--- config.mk ---
export PLATFORM = sky130hd
export DESIGN_NAME = epm_exec
export DESIGN_NICKNAME = d
export VERILOG_FILES = /design/src/epm_add16.v /design/src/epm_exec.v
export VERILOG_INCLUDE_DIRS = /design/src /design/src/src
export SDC_FILE = /design/constraint.sdc
export NUM_CORES = 1
export LEC_CHECK = 0
export BUFFER_PORTS_ARGS = -buffer_cell sky130_fd_sc_hd__buf_2
export CAP_MARGIN = 40
export CORE_MARGIN = 2
export CORE_UTILIZATION = 45
export CTS_CLUSTER_DIAMETER = 100
export DETAILED_ROUTE_END_ITERATION = 10
export PLACE_DENSITY_LB_ADDON = 0.3
export SYNTH_ARGS = -nofsm -noshare
export SYNTH_HDL_FRONTEND = slang
export SYNTH_SLANG_ARGS = --single-unit
--- constraint.sdc ---
create_clock -name mclk -period 21.8 [get_ports mclk]
set_clock_uncertainty 0.2 [all_clocks]
set_input_delay 3.27 -clock mclk [delete_from_list [all_inputs] [get_ports mclk]]
set_output_delay 3.27 -clock mclk [all_outputs]
set_load 0.05 [all_outputs]
--- src/epm_regs.vh ---
// constants for the alternate-pointer / multiply-accumulate execution unit
// assumes the core hands over the prefix byte and the second opcode byte together
`ifndef EPM_REGS_VH
`define EPM_REGS_VH

// prefix byte that opens the extended instruction set
`define EPM_PREFIX        8'ha5

// second opcode bytes
`define EPM_OP_BUMP       8'ha3
`define EPM_OP_BRANCH     8'h73
`define EPM_OP_LSHIFT     8'h23
`define EPM_OP_MAC        8'ha4
`define EPM_OP_XREAD      8'he0
`define EPM_OP_XWRITE     8'hf0
`define EPM_OP_CODE       8'h93
`define EPM_OP_LOADIMM    8'h90

// instruction lengths in core clock cycles
`define EPM_CYC_BUMP      4'h3
`define EPM_CYC_BRANCH    4'h3
`define EPM_CYC_LSHIFT    4'h2
`define EPM_CYC_MAC       4'h9
`define EPM_CYC_CODE      4'h3
`define EPM_CYC_LOADIMM   4'h4
`define EPM_CYC_X_ERAM    4'h3
`define EPM_CYC_X_SLOW    4'h5

// counter marks and constant operands
`define EPM_CNT_LAST      4'h1
`define EPM_CNT_ZERO      4'h0
`define EPM_STEP_ONE      8'h01
`define EPM_STEP_PC       8'h02

// fsm states, one-hot
`define EPM_ST_IDLE       3'h1
`define EPM_ST_EXEC       3'h2
`define EPM_ST_SPARE      3'h4

// reset values
`define EPM_PTR_RST       16'h0000
`define EPM_MAC_RST       40'h00_0000_0000
`define EPM_BYTE_RST      8'h00

// bit positions
`define EPM_MAC_MSB       39
`define EPM_PROD_MSB      31

`endif

--- src/epm_add16.v ---
// 16-bit base plus unsigned 8-bit addend with an explicit low-byte carry
// assumes purely combinational use inside the execution unit
`timescale 1ns/1ps

module epm_add16 (
    // operands
    input  wire [15:0] base,
    input  wire [7:0]  addend,
    // result, wraps modulo 2^16
    output wire [15:0] sum
);

    wire [8:0] low_sum;   // low byte with carry out
    wire [7:0] high_sum;  // high byte after carry

    // low byte first, carry ripples into the high byte
    assign low_sum  = {1'b0, base[7:0]} + {1'b0, addend};
    assign high_sum = base[15:8] + {7'h00, low_sum[8]};
    assign sum      = {high_sum, low_sum[7:0]};

endmodule

--- src/epm_exec.v ---
// execution unit for the prefixed alternate-pointer and mac instructions
// assumes all inputs come from core logic on mclk, so no synchronisers;
// memories return read data by the edge on which done is raised
`timescale 1ns/1ps
`include "epm_regs.vh"

module epm_exec (
    // clock and reset
    input  wire        mclk,
    input  wire        rstn,
    // instruction hand-over from the fetch stage
    input  wire        op_valid,
    input  wire [7:0]  op_prefix,
    input  wire [7:0]  op_byte,
    input  wire [7:0]  imm_hi,
    input  wire [7:0]  imm_lo,
    // core state read by the instructions
    input  wire [7:0]  acc_in,
    input  wire [7:0]  b_in,
    input  wire [7:0]  first_operand_upper,
    input  wire [7:0]  second_operand_upper,
    input  wire [15:0] pc_in,
    input  wire        pointer_choice,
    input  wire        ov_in,
    input  wire        target_is_extra_ram,
    // pointer writes from ordinary instructions
    input  wire        ptr_wr_en,
    input  wire        ptr_wr_sel,
    input  wire [15:0] ptr_wr_data,
    // memory read data
    input  wire [7:0]  code_rdata,
    input  wire [7:0]  data_rdata,
    // status
    output reg         busy_q,
    output reg         done_q,
    output reg         bad_op_q,
    // accumulator and flag results
    output reg         acc_wr_q,
    output reg  [7:0]  acc_out_q,
    output reg         flag_wr_q,
    output reg         ov_out_q,
    output reg         cy_out_q,
    // program counter load
    output reg         pc_load_q,
    output reg  [15:0] pc_out_q,
    // code memory request
    output reg         code_rd_q,
    output reg  [15:0] code_addr_q,
    // data memory request
    output reg         data_rd_q,
    output reg         data_wr_q,
    output reg  [15:0] data_addr_q,
    output reg  [7:0]  data_wdata_q,
    // architectural registers held here
    output reg  [15:0] first_pointer_q,
    output reg  [15:0] second_pointer_q,
    output reg  [39:0] mac_q
);

    // latched instruction context
    reg  [2:0]  state_q;     // one-hot fsm state
    reg  [2:0]  state_d;
    reg  [3:0]  cnt_q;       // cycles left in the instruction
    reg  [7:0]  op_q;        // second opcode byte
    reg         sel_q;       // pointer choice at accept time
    reg  [7:0]  acc_q;       // original accumulator
    reg  [7:0]  b_q;         // low byte of second operand
    reg  [7:0]  ax_q;        // high byte of first operand
    reg  [7:0]  bx_q;        // high byte of second operand
    reg  [15:0] pc_q;        // pc of the instruction
    reg  [15:0] imm_q;       // immediate for the pointer load
    reg         req_pend_q;  // memory strobe due next cycle

    // decode of the incoming pair
    reg  [3:0]  len_d;       // instruction length in cycles
    reg         known_d;     // opcode is one of ours
    wire        prefixed;    // prefix byte matches

    // datapath
    wire [15:0] alt_ptr;     // unselected pointer
    wire [15:0] bump_sum;    // alt pointer plus one
    wire [15:0] pc_plus2;    // pc advanced past the instruction
    wire [15:0] branch_sum;  // branch target
    wire [15:0] code_sum;    // code fetch address
    wire signed [15:0] opa;  // first signed operand
    wire signed [15:0] opb;  // second signed operand
    wire signed [31:0] prod; // signed product
    wire [39:0] prod_ext;    // product sign extended to 40 bits
    wire [39:0] mac_sum;     // accumulated sum
    wire        mac_ovf;     // two's complement overflow of the sum
    wire        commit;      // last cycle of the instruction

    // decode only after the prefix byte
    assign prefixed = (op_prefix == `EPM_PREFIX);

    // pointer not named by the choice bit: choice 0 means second
    assign alt_ptr = sel_q ? first_pointer_q : second_pointer_q;

    // signed operands, upper bytes from the extension registers
    assign opa      = $signed({ax_q, acc_q});
    assign opb      = $signed({bx_q, b_q});
    assign prod     = opa * opb;
    assign prod_ext = {{8{prod[`EPM_PROD_MSB]}}, prod};
    assign mac_sum  = mac_q + prod_ext;

    // overflow when both addends share a sign the sum does not
    assign mac_ovf = (mac_q[`EPM_MAC_MSB] == prod_ext[`EPM_MAC_MSB]) &&
                     (mac_sum[`EPM_MAC_MSB] != mac_q[`EPM_MAC_MSB]);

    assign commit = (state_q == `EPM_ST_EXEC) && (cnt_q == `EPM_CNT_LAST);

    // alt pointer plus one, 16-bit wrap
    epm_add16 u_bump (
        .base   (alt_ptr),
        .addend (`EPM_STEP_ONE),
        .sum    (bump_sum)
    );

    // pc advanced by two before the accumulator is added
    epm_add16 u_pc2 (
        .base   (pc_q),
        .addend (`EPM_STEP_PC),
        .sum    (pc_plus2)
    );

    // unsigned acc onto the advanced pc
    epm_add16 u_branch (
        .base   (pc_plus2),
        .addend (acc_q),
        .sum    (branch_sum)
    );

    // unsigned acc onto the unselected pointer
    epm_add16 u_code (
        .base   (alt_ptr),
        .addend (acc_q),
        .sum    (code_sum)
    );

    // opcode to length; external access length depends on target space
    always @* begin
        len_d   = `EPM_CYC_LSHIFT;
        known_d = 1'b1;
        case (op_byte)
            `EPM_OP_BUMP:    len_d = `EPM_CYC_BUMP;
            `EPM_OP_BRANCH:  len_d = `EPM_CYC_BRANCH;
            `EPM_OP_LSHIFT:  len_d = `EPM_CYC_LSHIFT;
            `EPM_OP_MAC:     len_d = `EPM_CYC_MAC;
            `EPM_OP_CODE:    len_d = `EPM_CYC_CODE;
            `EPM_OP_LOADIMM: len_d = `EPM_CYC_LOADIMM;
            `EPM_OP_XREAD,
            `EPM_OP_XWRITE: begin
                // on-chip extra ram is the fast space
                len_d = target_is_extra_ram ? `EPM_CYC_X_ERAM : `EPM_CYC_X_SLOW;
            end
            default: begin
                known_d = 1'b0;  // not ours, reported and dropped
            end
        endcase
    end

    // next state
    always @* begin
        state_d = state_q;
        case (state_q)
            `EPM_ST_IDLE: begin
                if (op_valid && prefixed && known_d) begin
                    state_d = `EPM_ST_EXEC;
                end
            end
            `EPM_ST_EXEC: begin
                if (cnt_q == `EPM_CNT_LAST) begin
                    state_d = `EPM_ST_IDLE;
                end
            end
            default: begin
                state_d = `EPM_ST_IDLE;  // recover from an illegal code
            end
        endcase
    end

    // state, counter and latched operands
    always @(posedge mclk or negedge rstn) begin
        if (!rstn) begin
            state_q    <= `EPM_ST_IDLE;
            cnt_q      <= `EPM_CNT_ZERO;
            op_q       <= `EPM_BYTE_RST;
            sel_q      <= 1'b0;
            acc_q      <= `EPM_BYTE_RST;
            b_q        <= `EPM_BYTE_RST;
            ax_q       <= `EPM_BYTE_RST;
            bx_q       <= `EPM_BYTE_RST;
            pc_q       <= `EPM_PTR_RST;
            imm_q      <= `EPM_PTR_RST;
            req_pend_q <= 1'b0;
            busy_q     <= 1'b0;
            bad_op_q   <= 1'b0;
        end else begin
            state_q  <= state_d;
            bad_op_q <= 1'b0;
            if (state_q == `EPM_ST_IDLE) begin
                if (op_valid && prefixed && known_d) begin
                    // operands captured once; the core may change them afterwards
                    op_q       <= op_byte;
                    sel_q      <= pointer_choice;
                    acc_q      <= acc_in;
                    b_q        <= b_in;
                    ax_q       <= first_operand_upper;
                    bx_q       <= second_operand_upper;
                    pc_q       <= pc_in;
                    imm_q      <= {imm_hi, imm_lo};  // third byte high
                    cnt_q      <= len_d - `EPM_CNT_LAST;
                    req_pend_q <= 1'b1;
                    busy_q     <= 1'b1;
                end else if (op_valid) begin
                    bad_op_q <= 1'b1;  // unknown pair, no state touched
                end
            end else if (state_q == `EPM_ST_EXEC) begin
                req_pend_q <= 1'b0;
                if (cnt_q == `EPM_CNT_LAST) begin
                    busy_q <= 1'b0;
                    cnt_q  <= `EPM_CNT_ZERO;
                end else begin
                    cnt_q <= cnt_q - `EPM_CNT_LAST;
                end
            end
        end
    end

    // memory strobes, one cycle wide, on the second execute cycle
    always @(posedge mclk or negedge rstn) begin
        if (!rstn) begin
            code_rd_q    <= 1'b0;
            code_addr_q  <= `EPM_PTR_RST;
            data_rd_q    <= 1'b0;
            data_wr_q    <= 1'b0;
            data_addr_q  <= `EPM_PTR_RST;
            data_wdata_q <= `EPM_BYTE_RST;
        end else begin
            code_rd_q <= 1'b0;
            data_rd_q <= 1'b0;
            data_wr_q <= 1'b0;
            if (req_pend_q && (state_q == `EPM_ST_EXEC)) begin
                case (op_q)
                    `EPM_OP_CODE: begin
                        code_rd_q   <= 1'b1;
                        code_addr_q <= code_sum;
                    end
                    `EPM_OP_XREAD: begin
                        data_rd_q   <= 1'b1;
                        data_addr_q <= alt_ptr;
                    end
                    `EPM_OP_XWRITE: begin
                        // acc goes out unchanged, selected pointer untouched
                        data_wr_q    <= 1'b1;
                        data_addr_q  <= alt_ptr;
                        data_wdata_q <= acc_q;
                    end
                    default: begin
                        data_addr_q <= data_addr_q;  // no access for this op
                    end
                endcase
            end
        end
    end

    // results applied on the last cycle only
    always @(posedge mclk or negedge rstn) begin
        if (!rstn) begin
            done_q    <= 1'b0;
            acc_wr_q  <= 1'b0;
            acc_out_q <= `EPM_BYTE_RST;
            flag_wr_q <= 1'b0;
            ov_out_q  <= 1'b0;
            cy_out_q  <= 1'b0;
            pc_load_q <= 1'b0;
            pc_out_q  <= `EPM_PTR_RST;
        end else begin
            done_q    <= commit;
            acc_wr_q  <= 1'b0;
            flag_wr_q <= 1'b0;
            pc_load_q <= 1'b0;
            if (commit) begin
                case (op_q)
                    `EPM_OP_BRANCH: begin
                        // acc and flags are left alone
                        pc_load_q <= 1'b1;
                        pc_out_q  <= branch_sum;
                    end
                    `EPM_OP_CODE: begin
                        acc_wr_q  <= 1'b1;
                        acc_out_q <= code_rdata;
                    end
                    `EPM_OP_XREAD: begin
                        acc_wr_q  <= 1'b1;
                        acc_out_q <= data_rdata;
                    end
                    `EPM_OP_MAC: begin
                        // overflow only ever set here, never cleared
                        flag_wr_q <= 1'b1;
                        ov_out_q  <= ov_in | mac_ovf;
                        cy_out_q  <= mac_sum[`EPM_MAC_MSB];
                    end
                    default: begin
                        acc_out_q <= acc_out_q;  // no acc or flag result
                    end
                endcase
            end
        end
    end

    // pointers: instruction result wins over an ordinary write
    always @(posedge mclk or negedge rstn) begin
        if (!rstn) begin
            first_pointer_q  <= `EPM_PTR_RST;
            second_pointer_q <= `EPM_PTR_RST;
        end else begin
            if (commit && ((op_q == `EPM_OP_BUMP) || (op_q == `EPM_OP_LOADIMM))) begin
                // choice 0 writes the second pointer
                if (sel_q) begin
                    first_pointer_q <= (op_q == `EPM_OP_BUMP) ? bump_sum : imm_q;
                end else begin
                    second_pointer_q <= (op_q == `EPM_OP_BUMP) ? bump_sum : imm_q;
                end
            end else if (ptr_wr_en) begin
                if (ptr_wr_sel) begin
                    second_pointer_q <= ptr_wr_data;
                end else begin
                    first_pointer_q <= ptr_wr_data;
                end
            end
        end
    end

    // product accumulator; operands are only read, never written
    always @(posedge mclk or negedge rstn) begin
        if (!rstn) begin
            mac_q <= `EPM_MAC_RST;
        end else if (commit) begin
            if (op_q == `EPM_OP_LSHIFT) begin
                mac_q <= {mac_q[`EPM_MAC_MSB-1:0], 1'b0};
            end else if (op_q == `EPM_OP_MAC) begin
                mac_q <= mac_sum;
            end
        end
    end

endmodule

==> results of run 1 <==
## kinds of logic after synthesis
kind of cell,Yosys count,share of synthesized area
simple gates,694,0.144
buf+inv,431,0.0728
fa+ha+maj,416,0.318
compound gates,404,0.108
flops,227,0.251
mux,133,0.0643
xor+xnor,106,0.0417
## per-stage QoR
step | worst slack [ns] | util | total power [uW] | instances
5_1_grt | 12.48 | 0.516 | 1110 | 3339
2_1_floorplan | 13.86 | - | 502 | 2411
3_3_place_gp | 13.15 | 0.494 | 542 | 3283
3_5_place_dp | 12.97 | 0.495 | 545 | 3287
6_report | 12.97 | 0.517 | 1080 | 3341
4_1_cts | 12.93 | 0.516 | 1090 | 3339
## where the power goes
part	internal (uW)	switching, uW
Combinational	30.1	68.7
Clock	334	204
Sequential	430	8.23
Total	794	281
## state kept, by name, indices dropped and copies added (netlist names), 2 cells and up
register,flops
imm_q,16
code_addr_q,16
data_addr_q,16
first_pointer_q,16
ax_q,8
bx_q,8
acc_out_q,8
pc_q,16
acc_q,8
mac_q,40
pc_out_q,16
data_wdata_q,8
state_q,2
cnt_q,4
op_q,8
b_q,8
second_pointer_q,16
## cells in the final DEF, fill, tap and decap left out, drive strengths merged, types with 7 or more instances in the layout
cell / synthesis / routed
xor2: 39 / 39
bufinv: 0 / 7
nand3: 25 / 25
dfrtp: 226 / 226
ha: 150 / 150
inv: 345 / 348
a21boi: 7 / 7
o21ai: 123 / 123
nor3: 18 / 18
buf: 17 / 289
fa: 266 / 266
xnor2: 66 / 66
and2: 132 / 132
o21bai: 14 / 14
mux2i: 34 / 34
a211oi: 13 / 13
o211ai: 10 / 10
nor2b: 10 / 10
nand2: 303 / 303
or3: 8 / 8
and3: 20 / 20
a21o: 33 / 33
mux2: 99 / 99
a21oi: 151 / 151
clkbuf: 69 / 32
nand2b: 16 / 16
o21a: 11 / 11
nand4: 12 / 12
clkinv: 0 / 7
nor2: 128 / 128
## worst register-to-register path, delay by kind of cell, from the launching register on
kind                       cells  cell delay, ns
DFF                            1            0.72
buffers and inverters          4            0.48
AOI/OAI and AO/OA             11            2.31
adders and majority gates      8            4.25
and+or+nand+nor                3            0.62
xor gates and xnor gates       1            0.16
## metal layers
layer / vias to the layer above / GRT usage / share of wire
met4: 10 / 0.0725 / 0.031
li1: 8264 / - / -
met5: - / 0 / 0.00094
met1: 8934 / 0.294 / 0.40
met2: 485 / 0.426 / 0.51
met3: 122 / 0.0526 / 0.067
## worst paths after layout
check	depth (start not counted)	end
min	2	pc_out_q[1]
max	27	mac_q[39]
max in group asynchronous	3	mac_q[4]
min reg2reg	2	pc_out_q[1]
max reg2reg	27	mac_q[39]
min in group asynchronous	1	imm_q[3]
## layout make-up
| cell class | instances | share of cell area |
|---|---|---|
| Multi-Input combinational cell | 1753 | 0.594 |
| Sequential cell | 227 | 0.221 |
| Timing Repair Buffer | 290 | 0.0609 |
| Inverter | 345 | 0.0503 |
| Tap cell | 672 | 0.0326 |
| Clock buffer | 32 | 0.0294 |
| Clock inverter | 20 | 0.0119 |
| Antenna cell | 2 | 0.000194 |
==> impl_results.md, run 1 <==
- Slew Viols, Final: 0
- Layout cells sized above 1: 0.175
- Clock tree sinks: 227
- Dominant cell type by area after synthesis: dfrtp_1
- CP Class: flop to flop
- TritonCTS Buffers: 28
- CTS tree: yes
- RSZ-0062 raised after global routing: false
- Final Hold Vio Count: 0
- Crit path DAT: 9.12 ns
- Setup slack, reg-to-reg: 12.97 ns
- Filler instances: 4753
- Synth Cell Area: 0.0226 mm2
- Layout Nets: 3181
- Post-synth top cells: inv_1, nand2_1, fa_1
- Cell Rows: 82
- R2R Path Start: b_q[1]
- Worst path slowest cell: fa_1
- Die ar.: 0.0521 mm2
- Number of routed nets with antenna violations: 0
- Placer Congestion: 0.911
- Worst-Margin Slew: 0.947 ns
- Peak VDD IR: 0.0000576 V
- Highest clock rate: 113 MHz
- Initial cell density of the core: 0.454
- Worst setup EP type: flop
- Final Setup Violations: 0
- Synth Register Bits: 227
- Cell area after layout: 0.0258 mm2
- Max incr delay on CP: 0.91 ns
- Ports: 267
- Critical Path Source: b_q[1]
- Pre-antenna DRT Iters: 5
- Multi-input gate area: 0.0153 mm2
- H-Tree Depth: 1
- Power Dens Cells: 41.7 mW/mm2
- Hold_ws: 0.266 ns
- Hold_sp: pc_out_q[1]
- CORE AREA: 0.0499 mm2
- Post-synth top area share: 0.250
- Die Ht: 228 um
- Mapped Nets: 2947
- Hold WC Path Type: flop to flop
- Count leader, synth: inv_1
- Post-synthesis instance total: 2411
- Main synth FF type: dfrtp_1
- Worst-path clk slew: 0.06 ns
- Synth area leaders: dfrtp_1, fa_1, ha_1
- CP top delay family: adder cells
- Post-Route WL: 62000 um
- Leakage power: 0.0138 uW
- Seq/Total Area, Yosys: 0.251
- Tmin final: 8.83 ns
- Initial antenna violation count: 8
- PortBufs: 266
- Register area: 0.00568 mm2
- Detailed-route wire length per cell: 18.6 um
- Synthesis Warnings: 0
- Outcome: finished, final reports clean
- Initial DRC count: 948
- Via density: 5.33
- Congestion Overflow GR: 0
- Max Cap Violations: 0
- Clk root buf: clkbuf_16
- Vias in the first global route: 18600
- Max-slew headroom: 0.368
- Cell variety after synth: 78
- Post-synth EDFFs: 0
- DR vias: 17800
- Residual DRC: 0
- Total track usage: 0.241
- Clk_lat worst skew: 0.58 ns
- Syn-to-layout area delta: 13.9%
- Die X: 228 um
- Required time of the critical path: 22.09 ns
- Setup TNS: 0 ns
- Pin count of the biggest net entering global routing: 91
- Part of the cycle the worst path needs: 0.405
- Worst setup SP type: flop
- Post-CTS Setup Inserts: 0
- Placed inst area: 0.0247 mm2
- Peak fanout along the critical path: 17
- Clock buffer depth: 3
- Ys async rst share: 1.00
- Mean post-synth cell area: 9.38 um2
- DP HPWL: 48900 um
- First-pass GRT wire length: 100000 um
- # hold bufs at CTS: 0
- CTS resizes: 0
- Most used cell, CP: fa_1
- Critical path buffers and inverters: 4
No activity file was read; power rests on OpenSTA's default activity.
==> run 2: changes to the inputs <==
--- a/config.mk
+++ b/config.mk
@@ -6,6 +6,7 @@
 export SDC_FILE = /design/constraint.sdc
 export NUM_CORES = 1
 export LEC_CHECK = 0
+export ABC_AREA = 1
 export BUFFER_PORTS_ARGS = -buffer_cell sky130_fd_sc_hd__buf_2
 export CAP_MARGIN = 40
 export CORE_MARGIN = 2
==> constraint.sdc (replaced) <==
create_clock -name mclk -period 7.45 [get_ports mclk]
set_clock_uncertainty 0.2 [all_clocks]
set_input_delay 1.1175 -clock mclk [delete_from_list [all_inputs] [get_ports mclk]]
set_output_delay 1.1175 -clock mclk [all_outputs]
set_load 0.05 [all_outputs]
==> run 2 against run 1 <==
- design area up 18%
- critical endpoint is now mac_q[34]
- combinational power rose to 5.3 times the previous value
- sequential power rose to 3.0 times the previous value
- area after synthesis is 6.5% higher
- core utilization grew 6.1 points
- largest power group unchanged
- worst hold slack better by 0.0037 ns
- non-clock buffer count rose by 273
- die area increased by 6.4%
==> impl_results.md, run 2 <==
- CORE AREA: 0.0528 mm2
- CP top delay family: adder cells
- Initial cell density of the core: 0.456
- Total track usage: 0.258
- Syn-to-layout area delta: 26.5%
- Detailed-route wire length per cell: 16.6 um
- Clock tree sinks: 227
- Peak fanout along the critical path: 8
- RSZ-0062 raised after global routing: true
- Congestion Overflow GR: 0
- Clock buffer depth: 3
- Highest clock rate: 138 MHz
- Mapped Nets: 3761
- Hold WC Path Type: flop to flop
- R2R cell count: 40
- Pre-antenna DRT Iters: 6
- Worst-path clk slew: 0.07 ns
- Slew Viols, Final: 0
- Vias in the first global route: 21900
- Main synth FF type: dfrtp_1
- Critical path buffers and inverters: 14
- Layout cells sized above 1: 0.248
- Die ar.: 0.0554 mm2
- Count leader, synth: nand2_1
- Hold path cells: 2
- TritonCTS Buffers: 28
- Hold_sp: code_addr_q[0]
- Worst setup EP type: flop
- Register area: 0.00571 mm2
- Synth Register Bits: 227
- Max Cap Violations: 0
- Filler instances: 4806
- Worst-Margin Slew: 0.920 ns
- Hold_ws: 0.269 ns
- DR vias: 22400
- R2R Path Start: b_q[2]
- Ant. Diodes: 0
- Post-synth top area share: 0.235
- Residual DRC: 0
- # hold bufs at CTS: 0
- Synth Cell Area: 0.0241 mm2
- Peak VDD IR: 0.000125 V
- Final Hold Vio Count: 0
- Placed Cells: 4316
- Cell variety after synth: 55
- Worst setup SP type: flop
- Post-synth top cells: nand2_1, inv_1, fa_1
- Tmin final: 7.24 ns
- Critical Path Source: b_q[2]
- Cell Rows: 84
- Initial DRC count: 1458
- Initial antenna violation count: 0
- Final std cells w/o fill: 4411
- H-Tree Depth: 1
- Max reg flops: 40
- Pin count of the biggest net entering global routing: 153
- Die Ht: 235 um
- Clk root buf: clkbuf_16
- Outcome: finished, final reports clean
- Largest reg by FF count: mac_q
- Ys async rst share: 1.00
- Post-synth EDFFs: 0
- Clk_lat worst skew: 0.58 ns
- DP HPWL: 57800 um
- Worst path slowest cell: fa_1
- Required time of the critical path: 7.69 ns
- Max incr delay on CP: 0.54 ns
- PortBufs: 266
- Leading cell type in the layout, fill and taps excluded: nand2_1
- Most used cell, CP: inv_1
- Leakage power: 0.0175 uW
- Part of the cycle the worst path needs: 0.971
- Synthesis Warnings: 0
- Commonest cells after routing, fill and taps aside: nand2_1, inv_1, buf_4, buf_2, fa_1
- Via density: 5.07
- Post-Route WL: 73100 um
- Dominant cell type by area after synthesis: dfrtp_1
- Critical path depth in cells: 40
- Post-synthesis instance total: 3225
- Mean post-synth cell area: 7.47 um2
- Final Setup Violations: 0
- Power Total: 3240 uW
- First-pass GRT wire length: 116000 um
- Synth area leaders: dfrtp_1, fa_1, nand2_1
- Fin util: 0.577
- Die X: 235 um
- Multi-input gate area: 0.0167 mm2
- Power Dens Cells: 106 mW/mm2
- Layout Nets: 4237
- CTS tree: yes
- Seq/Total Area, Yosys: 0.236
- Placer Congestion: 0.954
- CP Class: flop to flop
- Crit path DAT: 7.48 ns
- Max-slew headroom: 0.387
- Ports: 267
- Number of routed nets with antenna violations: 0
==> run 2: changes by cell type after synthesis, sizes merged, moves of 16 or more <==
cell   previous run  this run
nand2           303       910
o21ai           123       228
buf              17        33
mux2             99         2
nand3            25        93
a21o             33        14
nor2            128       217
mux2i            34         0
xnor2            66        21
a31oi             5        25
inv             345       672
and2            132         1
and3             20         1
==> run 2: path summary, 6_finish.rpt <==
path | endpoint | slack [ns]
worst max register to register | mac_q[34] | 0.21
min in group asynchronous | acc_out_q[3] | 0.29
worst min-delay path | code_addr_q[0] | 0.27
max in group asynchronous | ax_q[1] | 5.36
worst min register to register | code_addr_q[0] | 0.27
worst max-delay path | mac_q[34] | 0.21
==> run 2: power by group <==
group          internal [uW]  leakage [uW]  total [uW]  switching, uW
sequential              1280       0.00289        1310           30.9
clock                    819      0.000453        1410            591
combinational            165        0.0141         521            356
total                   2260        0.0175        3240            978
==> run 2: area by class of cell <==
cell class / instances / share of cell area
clock buffer: 36 / 0.0246
tap: 688 / 0.0283
inverter: 674 / 0.0836
multi-input combinational: 2207 / 0.548
clock inverter: 16 / 0.00596
timing repair buffer: 563 / 0.122
sequential: 227 / 0.188
==> run 2: per-layer routing <==
layer	track usage	share of wire
met2	0.452	0.50
met3	0.0258	0.054
met5	0	0
met1	0.346	0.42
met4	0.0618	0.023
==> run 2: kinds of logic after synthesis <==
kind of cell             Yosys count  share of synthesized area
adder cells (fa/ha/maj)          416                      0.299
AND/OR/NAND/NOR                 1285                      0.214
XOR/XNOR                          66                     0.0240
AO/OA/AOI/OAI                    438                     0.0987
multiplexers                       2                   0.000935
flip-flops                       227                      0.236
buffers and inverters            791                      0.127
==> run 2: timing repair <==
action                                 CTS  global route
pin swaps                               15           137
endpoints found under the hold margin    0             0
resized for setup                       52           331
setup buffers                           12            32
setup endpoints to repair               19            26
==> run 2: through the flow <==
stage                     cell area [um2]  setup WS [ns]  setup TNS, ns
final                               30500          0.215              0
after global placement              27700         -0.300          -3.23
after CTS                           28900        0.00266              0
after floorplan                     24100          0.183              0
after detailed placement            27800         -0.320          -3.43
after global routing                30500         -0.141          -1.21
==> run 2: worst reg2reg max path, delay by kind of cell, from the launching register on <==
| kind | cells | cell delay, ns |
|---|---|---|
| and+or+nand+nor | 12 | 1.03 |
| adders and majority gates | 8 | 3.25 |
| DFF | 1 | 0.48 |
| xor gates and xnor gates | 1 | 0.10 |
| AOI/OAI and AO/OA | 5 | 0.73 |
| buffers and inverters | 14 | 1.33 |
